<file path="config.mk">
export PLATFORM = sky130hd
export DESIGN_NAME = reset_manager_sequencer
export DESIGN_NICKNAME = d
export VERILOG_FILES = /design/src/rst_seq_pkg.sv /design/src/reset_manager_sequencer.sv
export VERILOG_INCLUDE_DIRS = /design/src /design/src/src
export SDC_FILE = /design/constraint.sdc
export NUM_CORES = 1
export LEC_CHECK = 0
export BUFFER_PORTS_ARGS = -buffer_cell sky130_fd_sc_hd__buf_2
export CORE_ASPECT_RATIO = 0.75
export CORE_MARGIN = 1.5
export CORE_UTILIZATION = 45
export DETAILED_ROUTE_END_ITERATION = 10
export GPL_TIMING_DRIVEN = 1
export HOLD_SLACK_MARGIN = 0.06
export PLACE_DENSITY = 0.76
export SLEW_MARGIN = 20
export SYNTH_ARGS = -nofsm -noshare
export SYNTH_HDL_FRONTEND = slang
export SYNTH_SLANG_ARGS = --single-unit
</file>
<file path="constraint.sdc">
create_clock -name clk -period 3.9 [get_ports clk]
set_input_delay 0.195 -clock clk [delete_from_list [all_inputs] [get_ports clk]]
set_output_delay 0.195 -clock clk [all_outputs]
set_load 0.01 [all_outputs]
</file>
<file path="src/rst_seq_defines.svh">
// register map, field positions, reset values and timing for the reset sequencer
`ifndef RST_SEQ_DEFINES_SVH
`define RST_SEQ_DEFINES_SVH
`define OFS_PCFG 32'h0000_0000
`define OFS_SSTAT 32'h0000_0004
`define OFS_CAUSE 32'h0000_0008
`define OFS_WDEN 32'h0000_000c
`define OFS_SCFG 32'h0000_0010
`define OFS_SCRATCH 32'h0000_0014
`define OFS_STATUS 32'h0000_0018
`define B_PIN_EN 0
`define B_PIN_ROD 1
`define B_PMIC_EN 2
`define B_RDH 0
`define B_WME 0
`define B_SLEEP_EXIT_OUTPUT_DISABLE 0
`define B_SLEEP_KEEP_ISLAND 1
`define B_CAUSE_HW 0
`define B_CAUSE_WDT 1
`define B_CAUSE_PIN 2
`define B_CAUSE_SLP 3
`define CAUSE_RST 4'h1
`define RESP_OKAY 2'h0
`define RESP_SLVERR 2'h2
`define CLK_MHZ 250
`define OSC_MHZ 13
`define OSC_DIV ((`CLK_MHZ + `OSC_MHZ / 2) / `OSC_MHZ)
`define PIN_NS 240
`define PIN_CYC ((`PIN_NS * `CLK_MHZ + 999) / 1000)
`define WAKE_US 100
`define WAKE_CYC (`WAKE_US * `CLK_MHZ)
`define LP_HOLD_MS 1
`define LP_HOLD_CYC (`LP_HOLD_MS * 1000 * `CLK_MHZ)
`define BIAS_US 100
`define BIAS_CYC (`BIAS_US * `CLK_MHZ - 1)
`define OSC_SETTLE 65536
`define SYNC_TICKS 3
`define PLL_EN_TICKS 3
`define PLL_STAB_TICKS 512
`define SWITCH_TICKS 3
`define FINAL_TICKS 512
`endif

</file>
<file path="src/rst_seq_pkg.sv">
// types shared by the reset sequencer
package rst_seq_pkg;
  typedef enum logic [2:0] {md_normal, md_idle, md_deep_idle, md_standby, md_sleep,
    md_deep_sleep} mode_t;
  typedef enum logic [2:0] {k_hw, k_wdt, k_pin, k_sleep} kind_t;
  typedef enum logic [3:0] {sq_run, sq_hold, sq_sync, sq_osc, sq_pll_en, sq_bias,
    sq_pll_stab, sq_switch, sq_final} seq_t;
endpackage
</file>
<file path="src/reset_manager_sequencer.sv">
// reset manager: reset sources, restart sequence, cause and config registers
//
// Notes on behaviour
// - hardware reset pin low always forces reset
// - indicator held low while hardware pin low
// - registers cleared, clocks stopped during hardware reset
// - pins default, fault inputs ignored during reset, except sleep-exit reset
// - after pin release, settle clocks then release
// - watchdog match with enable triggers reset
// - watchdog enable cleared by its reset
// - watchdog always waits full clock settling
// - watchdog or pin reset in sleep sets sleep cause too
// - pin low over 240 ns resets
// - low power: wake first, 1 ms hold
// - pull-up active until read-disable hold cleared
// - pin enable overrides pin, survives pin reset
// - pin reset ignored during frequency change
// - indicator gated by output disable bits
// - unlocked core pll waits for stabilisation
// - pin reset needs software re-enable
// - stuck-low pin clears pin reset enable
// - register groups reset per reset kind
// - timer island reset unless retained at sleep exit; hardware, watchdog and pin resets always reset it
// - oscillator 64k, pll 3, bias, 512
// - sync 3, switch 3, final 512, release
`include "rst_seq_defines.svh"
`timescale 1ns/1ps
`default_nettype none

module reset_manager_sequencer
  import rst_seq_pkg::*;
#(
  parameter int OSC_DIV = `OSC_DIV, // clk cycles per oscillator tick
  parameter int CORE_PLL_DIV = 1, // clk cycles per core pll tick
  parameter int OSC_SETTLE_TICKS = `OSC_SETTLE, // oscillator settle ticks
  parameter int BIAS_CYC = `BIAS_CYC, // pll self-bias, clk cycles
  parameter int WAKE_CYC = `WAKE_CYC, // low-power wake hold, clk cycles
  parameter int LP_HOLD_CYC = `LP_HOLD_CYC // low-power reset hold, clk cycles
)(
  input wire logic clk, // system clock
  input wire logic rstn, // power-on reset, async
  input wire logic hardware_reset_pin_n, // hardware reset pin
  input wire logic pin_reset_input_n, // general-purpose reset pin level
  input wire logic battery_fault_in_n, // battery fault
  input wire logic supply_fault_in_n, // supply fault
  input wire logic [31:0] timer_match_three, // watchdog match value
  input wire logic [31:0] os_timer_count, // os timer counter
  input wire mode_t power_mode, // current power mode
  input wire logic freq_change_busy, // frequency change running
  input wire logic core_pll_locked, // core pll locked
  input wire logic supplies_stable, // all supplies stable
  input wire logic sleep_entry, // pulse at sleep entry
  input wire logic sleep_exit_req, // pulse to start sleep-exit reset
  input wire logic test_reset_n, // test reset
  input wire logic [31:0] awaddr, // axi write address
  input wire logic awvalid, // axi
  output logic awready, // axi
  input wire logic [31:0] wdata, // axi write data
  input wire logic [3:0] wstrb, // axi byte strobes
  input wire logic wvalid, // axi
  output logic wready, // axi
  output logic [1:0] bresp, // axi
  output logic bvalid, // axi
  input wire logic bready, // axi
  input wire logic [31:0] araddr, // axi read address
  input wire logic arvalid, // axi
  output logic arready, // axi
  output logic [31:0] rdata, // axi
  output logic [1:0] rresp, // axi
  output logic rvalid, // axi
  input wire logic rready, // axi
  output logic reset_indicator_out_n, // reset indicator to board
  output logic core_reset_n, // chip-wide internal reset
  output logic clkcfg_reset_n, // clock config/gating/state reset
  output logic timer_reset_n, // timer and pmic island reset
  output logic clocks_stopped, // internal clocks gated
  output logic pll_enable, // pll enable
  output logic pins_reset, // pins forced to reset state
  output logic fault_sleep_req, // fault request to power manager
  output logic pin_pullup_en, // pull-up on reset pin
  output logic pin_reset_owns_pin, // reset function owns the pin
  output logic wake_event, // low-power wake pulse
  output logic boot_start // pulse at reset release
);

  // ----------------------------------------------------------------
  // helpers
  // ----------------------------------------------------------------
  function automatic logic [31:0] merge(input logic [31:0] old, input logic [31:0] nw,
    input logic [3:0] be);
    logic [31:0] r;
    r = old;
    for (int i = 0; i < 4; i++)
    begin
      if (be[i])
      begin
        r[8*i +: 8] = nw[8*i +: 8];
      end
    end
    return r;
  endfunction

  function automatic logic [19:0] sat_inc(input logic [19:0] v);
    return (&v) ? v : v + 20'h1;
  endfunction

  // ----------------------------------------------------------------
  // rate dividers
  // ----------------------------------------------------------------
  logic [7:0] osc_div_r;
  logic [7:0] pll_div_r;
  logic osc_tick_r;
  logic pll_tick_r;

  always_ff @(posedge clk or negedge rstn)
  begin
    if (!rstn)
    begin
      osc_div_r <= 8'h0;
      osc_tick_r <= 1'b0;
    end
    else
    begin
      osc_tick_r <= (osc_div_r == 8'(OSC_DIV - 1));
      osc_div_r <= (osc_div_r == 8'(OSC_DIV - 1)) ? 8'h0 : osc_div_r + 8'h1;
    end
  end

  always_ff @(posedge clk or negedge rstn)
  begin
    if (!rstn)
    begin
      pll_div_r <= 8'h0;
      pll_tick_r <= 1'b0;
    end
    else
    begin
      pll_tick_r <= (pll_div_r == 8'(CORE_PLL_DIV - 1));
      pll_div_r <= (pll_div_r == 8'(CORE_PLL_DIV - 1)) ? 8'h0 : pll_div_r + 8'h1;
    end
  end

  // ----------------------------------------------------------------
  // state and registers
  // ----------------------------------------------------------------
  seq_t seq_r;
  seq_t seq_nxt;
  kind_t kind_r;
  kind_t kind_nxt;
  logic [19:0] cnt_r;
  logic [19:0] pin_cnt_r;
  logic woke_r;
  logic sleep_hit_r;
  logic pin_en_r;
  logic pin_rod_r;
  logic pmic_en_r;
  logic rdh_r;
  logic wme_r;
  logic sleep_exit_output_disable_r;
  logic sleep_keep_island_r;
  logic [31:0] scratch_r;
  logic [3:0] cause_r;
  logic island_r;
  logic armed_r;
  logic ind_n_r;

  // ----------------------------------------------------------------
  // sequence decode
  // ----------------------------------------------------------------
  wire hw_low = !hardware_reset_pin_n;
  wire pin_low = !pin_reset_input_n;
  wire seq_active = (seq_r != sq_run);
  wire run_mode = (power_mode == md_normal) || (power_mode == md_idle);
  wire lp_mode = (power_mode == md_standby) || (power_mode == md_sleep) ||
    (power_mode == md_deep_sleep);
  wire in_sleep = (power_mode == md_sleep) || (power_mode == md_deep_sleep);
  wire pin_live = pin_en_r && armed_r;
  wire step = (seq_r == sq_bias) ? 1'b1 : (seq_r == sq_final) ? pll_tick_r : osc_tick_r;
  wire [19:0] tgt = (seq_r == sq_sync) ? 20'(`SYNC_TICKS) :
    (seq_r == sq_osc) ? 20'(OSC_SETTLE_TICKS) :
    (seq_r == sq_pll_en) ? 20'(`PLL_EN_TICKS) :
    (seq_r == sq_bias) ? 20'(BIAS_CYC) :
    (seq_r == sq_pll_stab) ? 20'(`PLL_STAB_TICKS) :
    (seq_r == sq_switch) ? 20'(`SWITCH_TICKS) : 20'(`FINAL_TICKS);
  wire done = step && (cnt_r + 20'h1 >= tgt);
  wire wdt_hit = wme_r && (timer_match_three == os_timer_count);
  wire pin_run_hit = run_mode && !freq_change_busy &&
    (pin_cnt_r >= 20'(`PIN_CYC));
  wire pin_lp_hit = lp_mode && woke_r && (pin_cnt_r >= 20'(LP_HOLD_CYC));
  wire pin_hit = pin_live && pin_low && (pin_run_hit || pin_lp_hit);
  wire wake_pt = lp_mode && !woke_r && (pin_cnt_r == 20'(WAKE_CYC - 1));
  wire entry = (hw_low || (seq_r == sq_run && seq_nxt != sq_run));
  wire release_w = (seq_r == sq_final) && done;
  wire clr_a = seq_active && (kind_r != k_sleep);
  wire clr_b = seq_active && (kind_r == k_hw || kind_r == k_wdt);
  wire island_clr = seq_active && (kind_r == k_sleep) && !island_r;
  wire ind_want = (kind_nxt == k_hw) || (kind_nxt == k_wdt) ||
    (kind_nxt == k_pin && !pin_rod_r) ||
    (kind_nxt == k_sleep && !sleep_exit_output_disable_r);
  wire [3:0] cause_set = {sleep_hit_r || kind_r == k_sleep, kind_r == k_pin,
    kind_r == k_wdt, kind_r == k_hw};

  always_comb
  begin
    seq_nxt = seq_r;
    kind_nxt = kind_r;
    if (hw_low)
    begin
      seq_nxt = sq_hold;
      kind_nxt = k_hw;
    end
    else
    begin
      unique case (seq_r)
        sq_run:
        begin
          if (wdt_hit)
          begin
            seq_nxt = sq_osc;
            kind_nxt = k_wdt;
          end
          else if (pin_hit)
          begin
            seq_nxt = sq_sync;
            kind_nxt = k_pin;
          end
          else if (sleep_exit_req)
          begin
            seq_nxt = sq_pll_en;
            kind_nxt = k_sleep;
          end
        end
        sq_hold: seq_nxt = sq_osc;
        sq_sync:
        begin
          if (done)
          begin
            seq_nxt = core_pll_locked ? sq_switch : sq_pll_en;
          end
        end
        sq_osc: seq_nxt = done ? sq_pll_en : sq_osc;
        sq_pll_en: seq_nxt = done ? sq_bias : sq_pll_en;
        sq_bias: seq_nxt = done ? sq_pll_stab : sq_bias;
        sq_pll_stab: seq_nxt = done ? sq_switch : sq_pll_stab;
        sq_switch: seq_nxt = done ? sq_final : sq_switch;
        sq_final: seq_nxt = done ? sq_run : sq_final;
      endcase
    end
  end

  always_ff @(posedge clk or negedge rstn)
  begin
    if (!rstn)
    begin
      seq_r <= sq_run;
      kind_r <= k_hw;
      cnt_r <= 20'h0;
    end
    else
    begin
      seq_r <= seq_nxt;
      kind_r <= kind_nxt;
      cnt_r <= (seq_nxt != seq_r || seq_r == sq_hold) ? 20'h0 : (step ? sat_inc(cnt_r) : cnt_r);
    end
  end

  // ----------------------------------------------------------------
  // pin reset detection
  // ----------------------------------------------------------------
  always_ff @(posedge clk or negedge rstn)
  begin
    if (!rstn)
    begin
      pin_cnt_r <= 20'h0;
      woke_r <= 1'b0;
      wake_event <= 1'b0;
    end
    else
    begin
      wake_event <= pin_live && pin_low && !seq_active && wake_pt;
      if (!pin_live || !pin_low || seq_active || !(run_mode || lp_mode))
      begin
        pin_cnt_r <= 20'h0;
        woke_r <= 1'b0;
      end
      else if (run_mode)
      begin
        woke_r <= 1'b0;
        pin_cnt_r <= freq_change_busy ? 20'h0 : sat_inc(pin_cnt_r);
      end
      else if (!woke_r)
      begin
        woke_r <= wake_pt;
        pin_cnt_r <= wake_pt ? 20'h0 : sat_inc(pin_cnt_r);
      end
      else
      begin
        pin_cnt_r <= supplies_stable ? sat_inc(pin_cnt_r) : 20'h0;
      end
    end
  end

  // ----------------------------------------------------------------
  // reset outputs
  // ----------------------------------------------------------------
  always_ff @(posedge clk or negedge rstn)
  begin
    if (!rstn)
    begin
      ind_n_r <= 1'b0;
      core_reset_n <= 1'b0;
      clkcfg_reset_n <= 1'b0;
      timer_reset_n <= 1'b0;
      clocks_stopped <= 1'b1;
      pll_enable <= 1'b1;
      pins_reset <= 1'b1;
      fault_sleep_req <= 1'b0;
      boot_start <= 1'b0;
      sleep_hit_r <= 1'b0;
    end
    else
    begin
      if (entry)
      begin
        ind_n_r <= !ind_want;
        sleep_hit_r <= (kind_nxt == k_wdt || kind_nxt == k_pin) && in_sleep;
      end
      else if (release_w)
      begin
        ind_n_r <= 1'b1;
      end
      core_reset_n <= !(entry || (seq_active && !release_w));
      clkcfg_reset_n <= !(hw_low || clr_b);
      timer_reset_n <= !(hw_low || clr_a || island_clr);
      clocks_stopped <= hw_low;
      pll_enable <= (seq_nxt != sq_osc);
      pins_reset <= hw_low || clr_a;
      fault_sleep_req <= (!battery_fault_in_n || !supply_fault_in_n) &&
        !(hw_low || clr_a);
      boot_start <= release_w;
    end
  end

  assign reset_indicator_out_n = ind_n_r;
  assign pin_pullup_en = rdh_r;
  assign pin_reset_owns_pin = pin_en_r;

  // ----------------------------------------------------------------
  // axi4-lite slave
  // ----------------------------------------------------------------
  wire wr_fire = awvalid && awready && wvalid && wready;
  wire sel_pcfg = wr_fire && (awaddr == `OFS_PCFG);
  wire sel_sstat = wr_fire && (awaddr == `OFS_SSTAT);
  wire sel_cause = wr_fire && (awaddr == `OFS_CAUSE);
  wire sel_wden = wr_fire && (awaddr == `OFS_WDEN);
  wire sel_scfg = wr_fire && (awaddr == `OFS_SCFG);
  wire sel_scr = wr_fire && (awaddr == `OFS_SCRATCH);
  wire wr_map = sel_pcfg || sel_sstat || sel_cause || sel_wden || sel_scfg || sel_scr ||
    (awaddr == `OFS_STATUS);
  wire [31:0] pcfg_v = {29'h0, pmic_en_r, pin_rod_r, pin_en_r};
  wire [31:0] scfg_v = {30'h0, sleep_keep_island_r, sleep_exit_output_disable_r};
  wire [31:0] pcfg_w = merge(pcfg_v, wdata, wstrb);
  wire [31:0] sstat_w = merge(32'h0, wdata, wstrb);
  wire [31:0] scfg_w = merge(scfg_v, wdata, wstrb);
  wire [31:0] wden_w = merge(32'h0, wdata, wstrb);
  logic [31:0] rd_v;
  logic rd_ok;

  always_comb
  begin
    rd_ok = 1'b1;
    unique case (araddr)
      `OFS_PCFG: rd_v = pcfg_v;
      `OFS_SSTAT: rd_v = {31'h0, rdh_r};
      `OFS_CAUSE: rd_v = {28'h0, cause_r};
      `OFS_WDEN: rd_v = {31'h0, wme_r};
      `OFS_SCFG: rd_v = scfg_v;
      `OFS_SCRATCH: rd_v = scratch_r;
      `OFS_STATUS: rd_v = {29'h0, armed_r, island_r, woke_r};
      default:
      begin
        rd_v = 32'h0;
        rd_ok = 1'b0;
      end
    endcase
  end

  // write address and data are taken together, one cycle after both are valid
  always_ff @(posedge clk or negedge rstn)
  begin
    if (!rstn)
    begin
      awready <= 1'b0;
      wready <= 1'b0;
      bvalid <= 1'b0;
      bresp <= `RESP_OKAY;
    end
    else
    begin
      awready <= awvalid && wvalid && !awready && !bvalid;
      wready <= awvalid && wvalid && !awready && !bvalid;
      if (wr_fire)
      begin
        bvalid <= 1'b1;
        bresp <= wr_map ? `RESP_OKAY : `RESP_SLVERR;
      end
      else if (bready)
      begin
        bvalid <= 1'b0;
      end
    end
  end

  always_ff @(posedge clk or negedge rstn)
  begin
    if (!rstn)
    begin
      arready <= 1'b0;
      rvalid <= 1'b0;
      rdata <= 32'h0;
      rresp <= `RESP_OKAY;
    end
    else
    begin
      arready <= arvalid && !arready && !rvalid;
      if (arvalid && arready)
      begin
        rvalid <= 1'b1;
        rdata <= rd_v;
        rresp <= rd_ok ? `RESP_OKAY : `RESP_SLVERR;
      end
      else if (rready)
      begin
        rvalid <= 1'b0;
      end
    end
  end

  // ----------------------------------------------------------------
  // software registers; hardware clears come last and win
  // ----------------------------------------------------------------
  always_ff @(posedge clk or negedge rstn)
  begin
    if (!rstn)
    begin
      pin_en_r <= 1'b0;
      pin_rod_r <= 1'b0;
      pmic_en_r <= 1'b0;
      armed_r <= 1'b1;
    end
    else
    begin
      if (sel_pcfg)
      begin
        pin_en_r <= pcfg_w[`B_PIN_EN];
        pin_rod_r <= pcfg_w[`B_PIN_ROD];
        pmic_en_r <= pcfg_w[`B_PMIC_EN];
        armed_r <= armed_r || pcfg_w[`B_PIN_EN];
      end
      if (entry && kind_nxt == k_pin)
      begin
        armed_r <= 1'b0;
      end
      if (hw_low || clr_a)
      begin
        pmic_en_r <= 1'b0;
        if (hw_low || kind_r != k_pin)
        begin
          pin_en_r <= 1'b0;
        end
      end
      if (hw_low || clr_b)
      begin
        pin_rod_r <= 1'b0;
      end
      if (release_w && kind_r == k_pin && pin_low)
      begin
        pin_en_r <= 1'b0;
      end
    end
  end

  always_ff @(posedge clk or negedge rstn)
  begin
    if (!rstn)
    begin
      rdh_r <= 1'b1;
      wme_r <= 1'b0;
      sleep_exit_output_disable_r <= 1'b0;
      sleep_keep_island_r <= 1'b0;
      scratch_r <= 32'h0;
      island_r <= 1'b0;
    end
    else
    begin
      if (sel_sstat && sstat_w[`B_RDH])
      begin
        rdh_r <= 1'b0;
      end
      if (sel_wden && wden_w[`B_WME])
      begin
        wme_r <= 1'b1;
      end
      if (sel_scfg)
      begin
        sleep_exit_output_disable_r <= scfg_w[`B_SLEEP_EXIT_OUTPUT_DISABLE];
        sleep_keep_island_r <= scfg_w[`B_SLEEP_KEEP_ISLAND];
      end
      if (sel_scr)
      begin
        scratch_r <= merge(scratch_r, wdata, wstrb);
      end
      if (sleep_entry)
      begin
        island_r <= sleep_keep_island_r || pmic_en_r || !test_reset_n;
      end
      if (hw_low || clr_a)
      begin
        rdh_r <= 1'b1;
        sleep_exit_output_disable_r <= 1'b0;
        sleep_keep_island_r <= 1'b0;
        scratch_r <= 32'h0;
      end
      if (hw_low || clr_a || island_clr)
      begin
        wme_r <= 1'b0;
      end
    end
  end

  // cause is rewritten at release; that write wins over a clearing write
  always_ff @(posedge clk or negedge rstn)
  begin
    if (!rstn)
    begin
      cause_r <= `CAUSE_RST;
    end
    else if (release_w)
    begin
      cause_r <= cause_set;
    end
    else if (sel_cause)
    begin
      cause_r <= cause_r & ~wdata[3:0];
    end
  end

endmodule

`default_nettype wire

</file>
==> metrics.txt <==
Post-DP HPWL=17.7 mm; P&R area growth vs syn=31.3%; final core occ=60.3%; status=finished clean; leak pwr=5.36 nW; antenna diode instance count=0; worst ir drop on vdd=0.000449 V; top layer in use=met4; DRT met1 WL=11.4 mm; worst clock skew=0.0123 ns; sequential area share after synthesis=45.1%; PortBufs=234; Fmax achieved=257 MHz; Power Density=418 mW/mm^2; Final Cycle Share=99.6%; Mapped Cells=944; Routed WL per cell=16.7 um; Rel. slew slack=38.6%; Antenna Nets Post-Route=0; final hold vios=0; Die Y=125 um; met2 wire length=11.5 mm; Worst Setup Path Type=reg -> reg; CP Data Required Time=4.25 ns; ys flop type=dfrtp_1; vias=8,305; WL met3=1.76 mm; CTS root buffer=clkbuf_16; cell row count=44; CTS clk-pin slew, worst paths=0.07 ns; full die area=0.0206 sq mm; GR Overflow Total=0; CP top delay family=simple AND/OR/NAND/NOR gates; vias per inst=5.52; Netlist cell types=86; Worst-Margin Slew=0.921 ns; fill count=1,636; mapped cell area=0.00890 sq mm; syn_area_per_cell=9.43 sq um; core area=0.0194 sq mm; Setup-failing EPs final=0; Max Fanout on Critical Path=4; setup tns final=0 ns; Total GRT Usage=24.4%; number of global-route vias before repair=7,955; worst skew pair latency=0.43 ns; drt drc=0; RSZ-0062 raised after global routing=yes; ys async rst share=100%; CP arrival=4.23 ns; TritonRoute pass-1 iters=7; GPL Wtd Cong=0.977; H-tree Lvls=4; nets@finish=1,440; commonest cells after routing, fill and taps aside=233 x buf_2, 152 x dfrtp_1, 140 x nand2_1, 62 x nor2_1, 57 x a21oi_1; global-route wire length before repair=40.0 mm; initial antenna violation count=0; Top Ports=237; most common cell after layout, fill and taps aside=buf_2; largest net degree at the start of global routing=105; Startpoint Class=flop; Buf+Inv Stages, Crit Path=2; Crit path largest cell delay=0.42 ns; max-slew violation count=0; drt first-iter violations=768; Clock Path Buffers=2; critical-path cell list=ha_4 > nand4_4 > nor4_4 > nand3_2 > xnor2_2 > ha_1 > and2_4 > o2111ai_2 > o311a_1 > o211ai_4 > buf_12 > buf_6 > a21oi_4 > a211o_1 > or3_4 > o21ai_4 > mux2i_1; layout cell share with drive strength beyond 1=30.1%; Yosys warning total=0; minimum clock period=3.88 ns; EDFF count, synth=0; Detailed Route WL=25.1 mm; HP Class=in -> reg; Worst Setup End Kind=flop; max cap viols=0; CTS buffer count=17; CTS tree=done; synthesized flop and latch total=160; clock sinks=160; die width=165 um; slowest CP cell=or3_4; Initial Util=45.9%
## where the power goes
group          leakage [nW]  switching, mW  internal, mW  total [mW]
sequential             2.15         0.0476          1.71        1.75
clock                 0.292          0.734         0.938        1.67
combinational          2.92          0.795         0.660        1.46
total                  5.36           1.58          3.30        4.88
## sequential cells by signal, summed over array words and instances, names as in the netlist, 3 cells and up
name / flops
rdata: 32
cnt_r: 20
cause_r: 4
scratch_r: 32
pin_cnt_r: 20
osc_div_r: 8
pll_div_r: 8
seq_r: 4
kind_r: 3
## Yosys cell counts (7+ instances only)
cell / number / area share, %
nand3_1: 41 / 2.3
nor4_1: 25 / 1.8
nor3_1: 35 / 2.0
ha_1: 17 / 2.4
nor2b_1: 8 / 0.56
mux2i_1: 15 / 1.7
clkbuf_1: 26 / 1.1
nor2_1: 65 / 2.7
or4_1: 7 / 0.59
o21ai_0: 38 / 2.1
a21oi_1: 58 / 3.3
or3_1: 15 / 1.1
nand4_1: 14 / 0.98
xor2_1: 56 / 5.5
and3_1: 13 / 0.91
inv_1: 22 / 0.93
nand2_1: 142 / 6.0
and2_1: 11 / 0.77
xnor2_1: 32 / 3.1
a22o_1: 28 / 2.8
dfrtp_1: 154 / 43
## cell families (layout without fill, tap and decap cells)
family,after synthesis,count (layout),synth area share (%)
other cells,1,2,0.0421
compound gates,180,180,13.9
simple gates,416,416,23.9
xor+xnor,89,89,8.84
fa+ha+maj,17,17,2.39
mux,18,18,2.24
buf+inv,63,370,3.70
flops,160,160,45.1
## per-stage QoR
step	cell area (sq um)	cells	setup WS, ns	hold WS [ns]	power [mW]
2_1_floorplan	8920	945	0.0193	-0.101	2.57
3_3_place_gp	10400	1421	0.0815	0.368	2.97
3_5_place_dp	10400	1421	0.0184	0.358	2.97
4_1_cts	11400	1493	0.0224	0.0602	4.69
5_1_grt	11700	1505	-0.144	0.0872	5.11
6_report	11700	1505	0.0152	0.0830	4.88
## worst paths after layout
check                      slack [ns]  startpoint            to  cells past startpoint
setup / recovery                 0.02    cnt_r[0]   sleep_hit_r                     17
hold / removal                   0.08    wdata[0]  scratch_r[0]                      3
setup reg to reg                 0.02    cnt_r[0]   sleep_hit_r                     17
hold reg to reg                  0.46     arready       arready                      1
max in group asynchronous        2.47        rstn      cnt_r[0]                      3
min in group asynchronous        0.45        rstn     rdata[12]                      2
## cell type report
cell class / count / area, sq um / share of cell area [%]
clock buffer: 19 / 453 / 3.88
timing repair buffer: 315 / 1940 / 16.6
sequential: 160 / 4010 / 34.4
clock inverter: 13 / 143 / 1.22
inverter: 23 / 86.3 / 0.739
tap: 253 / 317 / 2.71
multi-input combinational: 722 / 4730 / 40.5
## metal layers
metal / vias to the layer above / global-route usage (%)
met3: 32 / 5.83
met2: 307 / 37.6
met5: - / 0
met1: 4014 / 34.1
met4: 0 / 6.62
li1: 3952 / -
## worst reg2reg max path, delay by kind of cell (launching register included)
kind / cells / cell delay (ns)
adders and majority gates: 2 / 0.49
xor gates and xnor gates: 1 / 0.16
muxes: 1 / 0.20
and+or+nand+nor: 5 / 1.21
AOI/OAI and AO/OA: 6 / 1.08
buffers and inverters: 2 / 0.24
DFF: 1 / 0.41
## timing repair
item	CTS	global route
hold buffers	40	0
setup endpoints to repair	3	24
hold endpoints to repair	133	0
pin swaps	0	22
setup buffers	0	13
resized for setup	1	36
(Power assumes the default switching activity.)
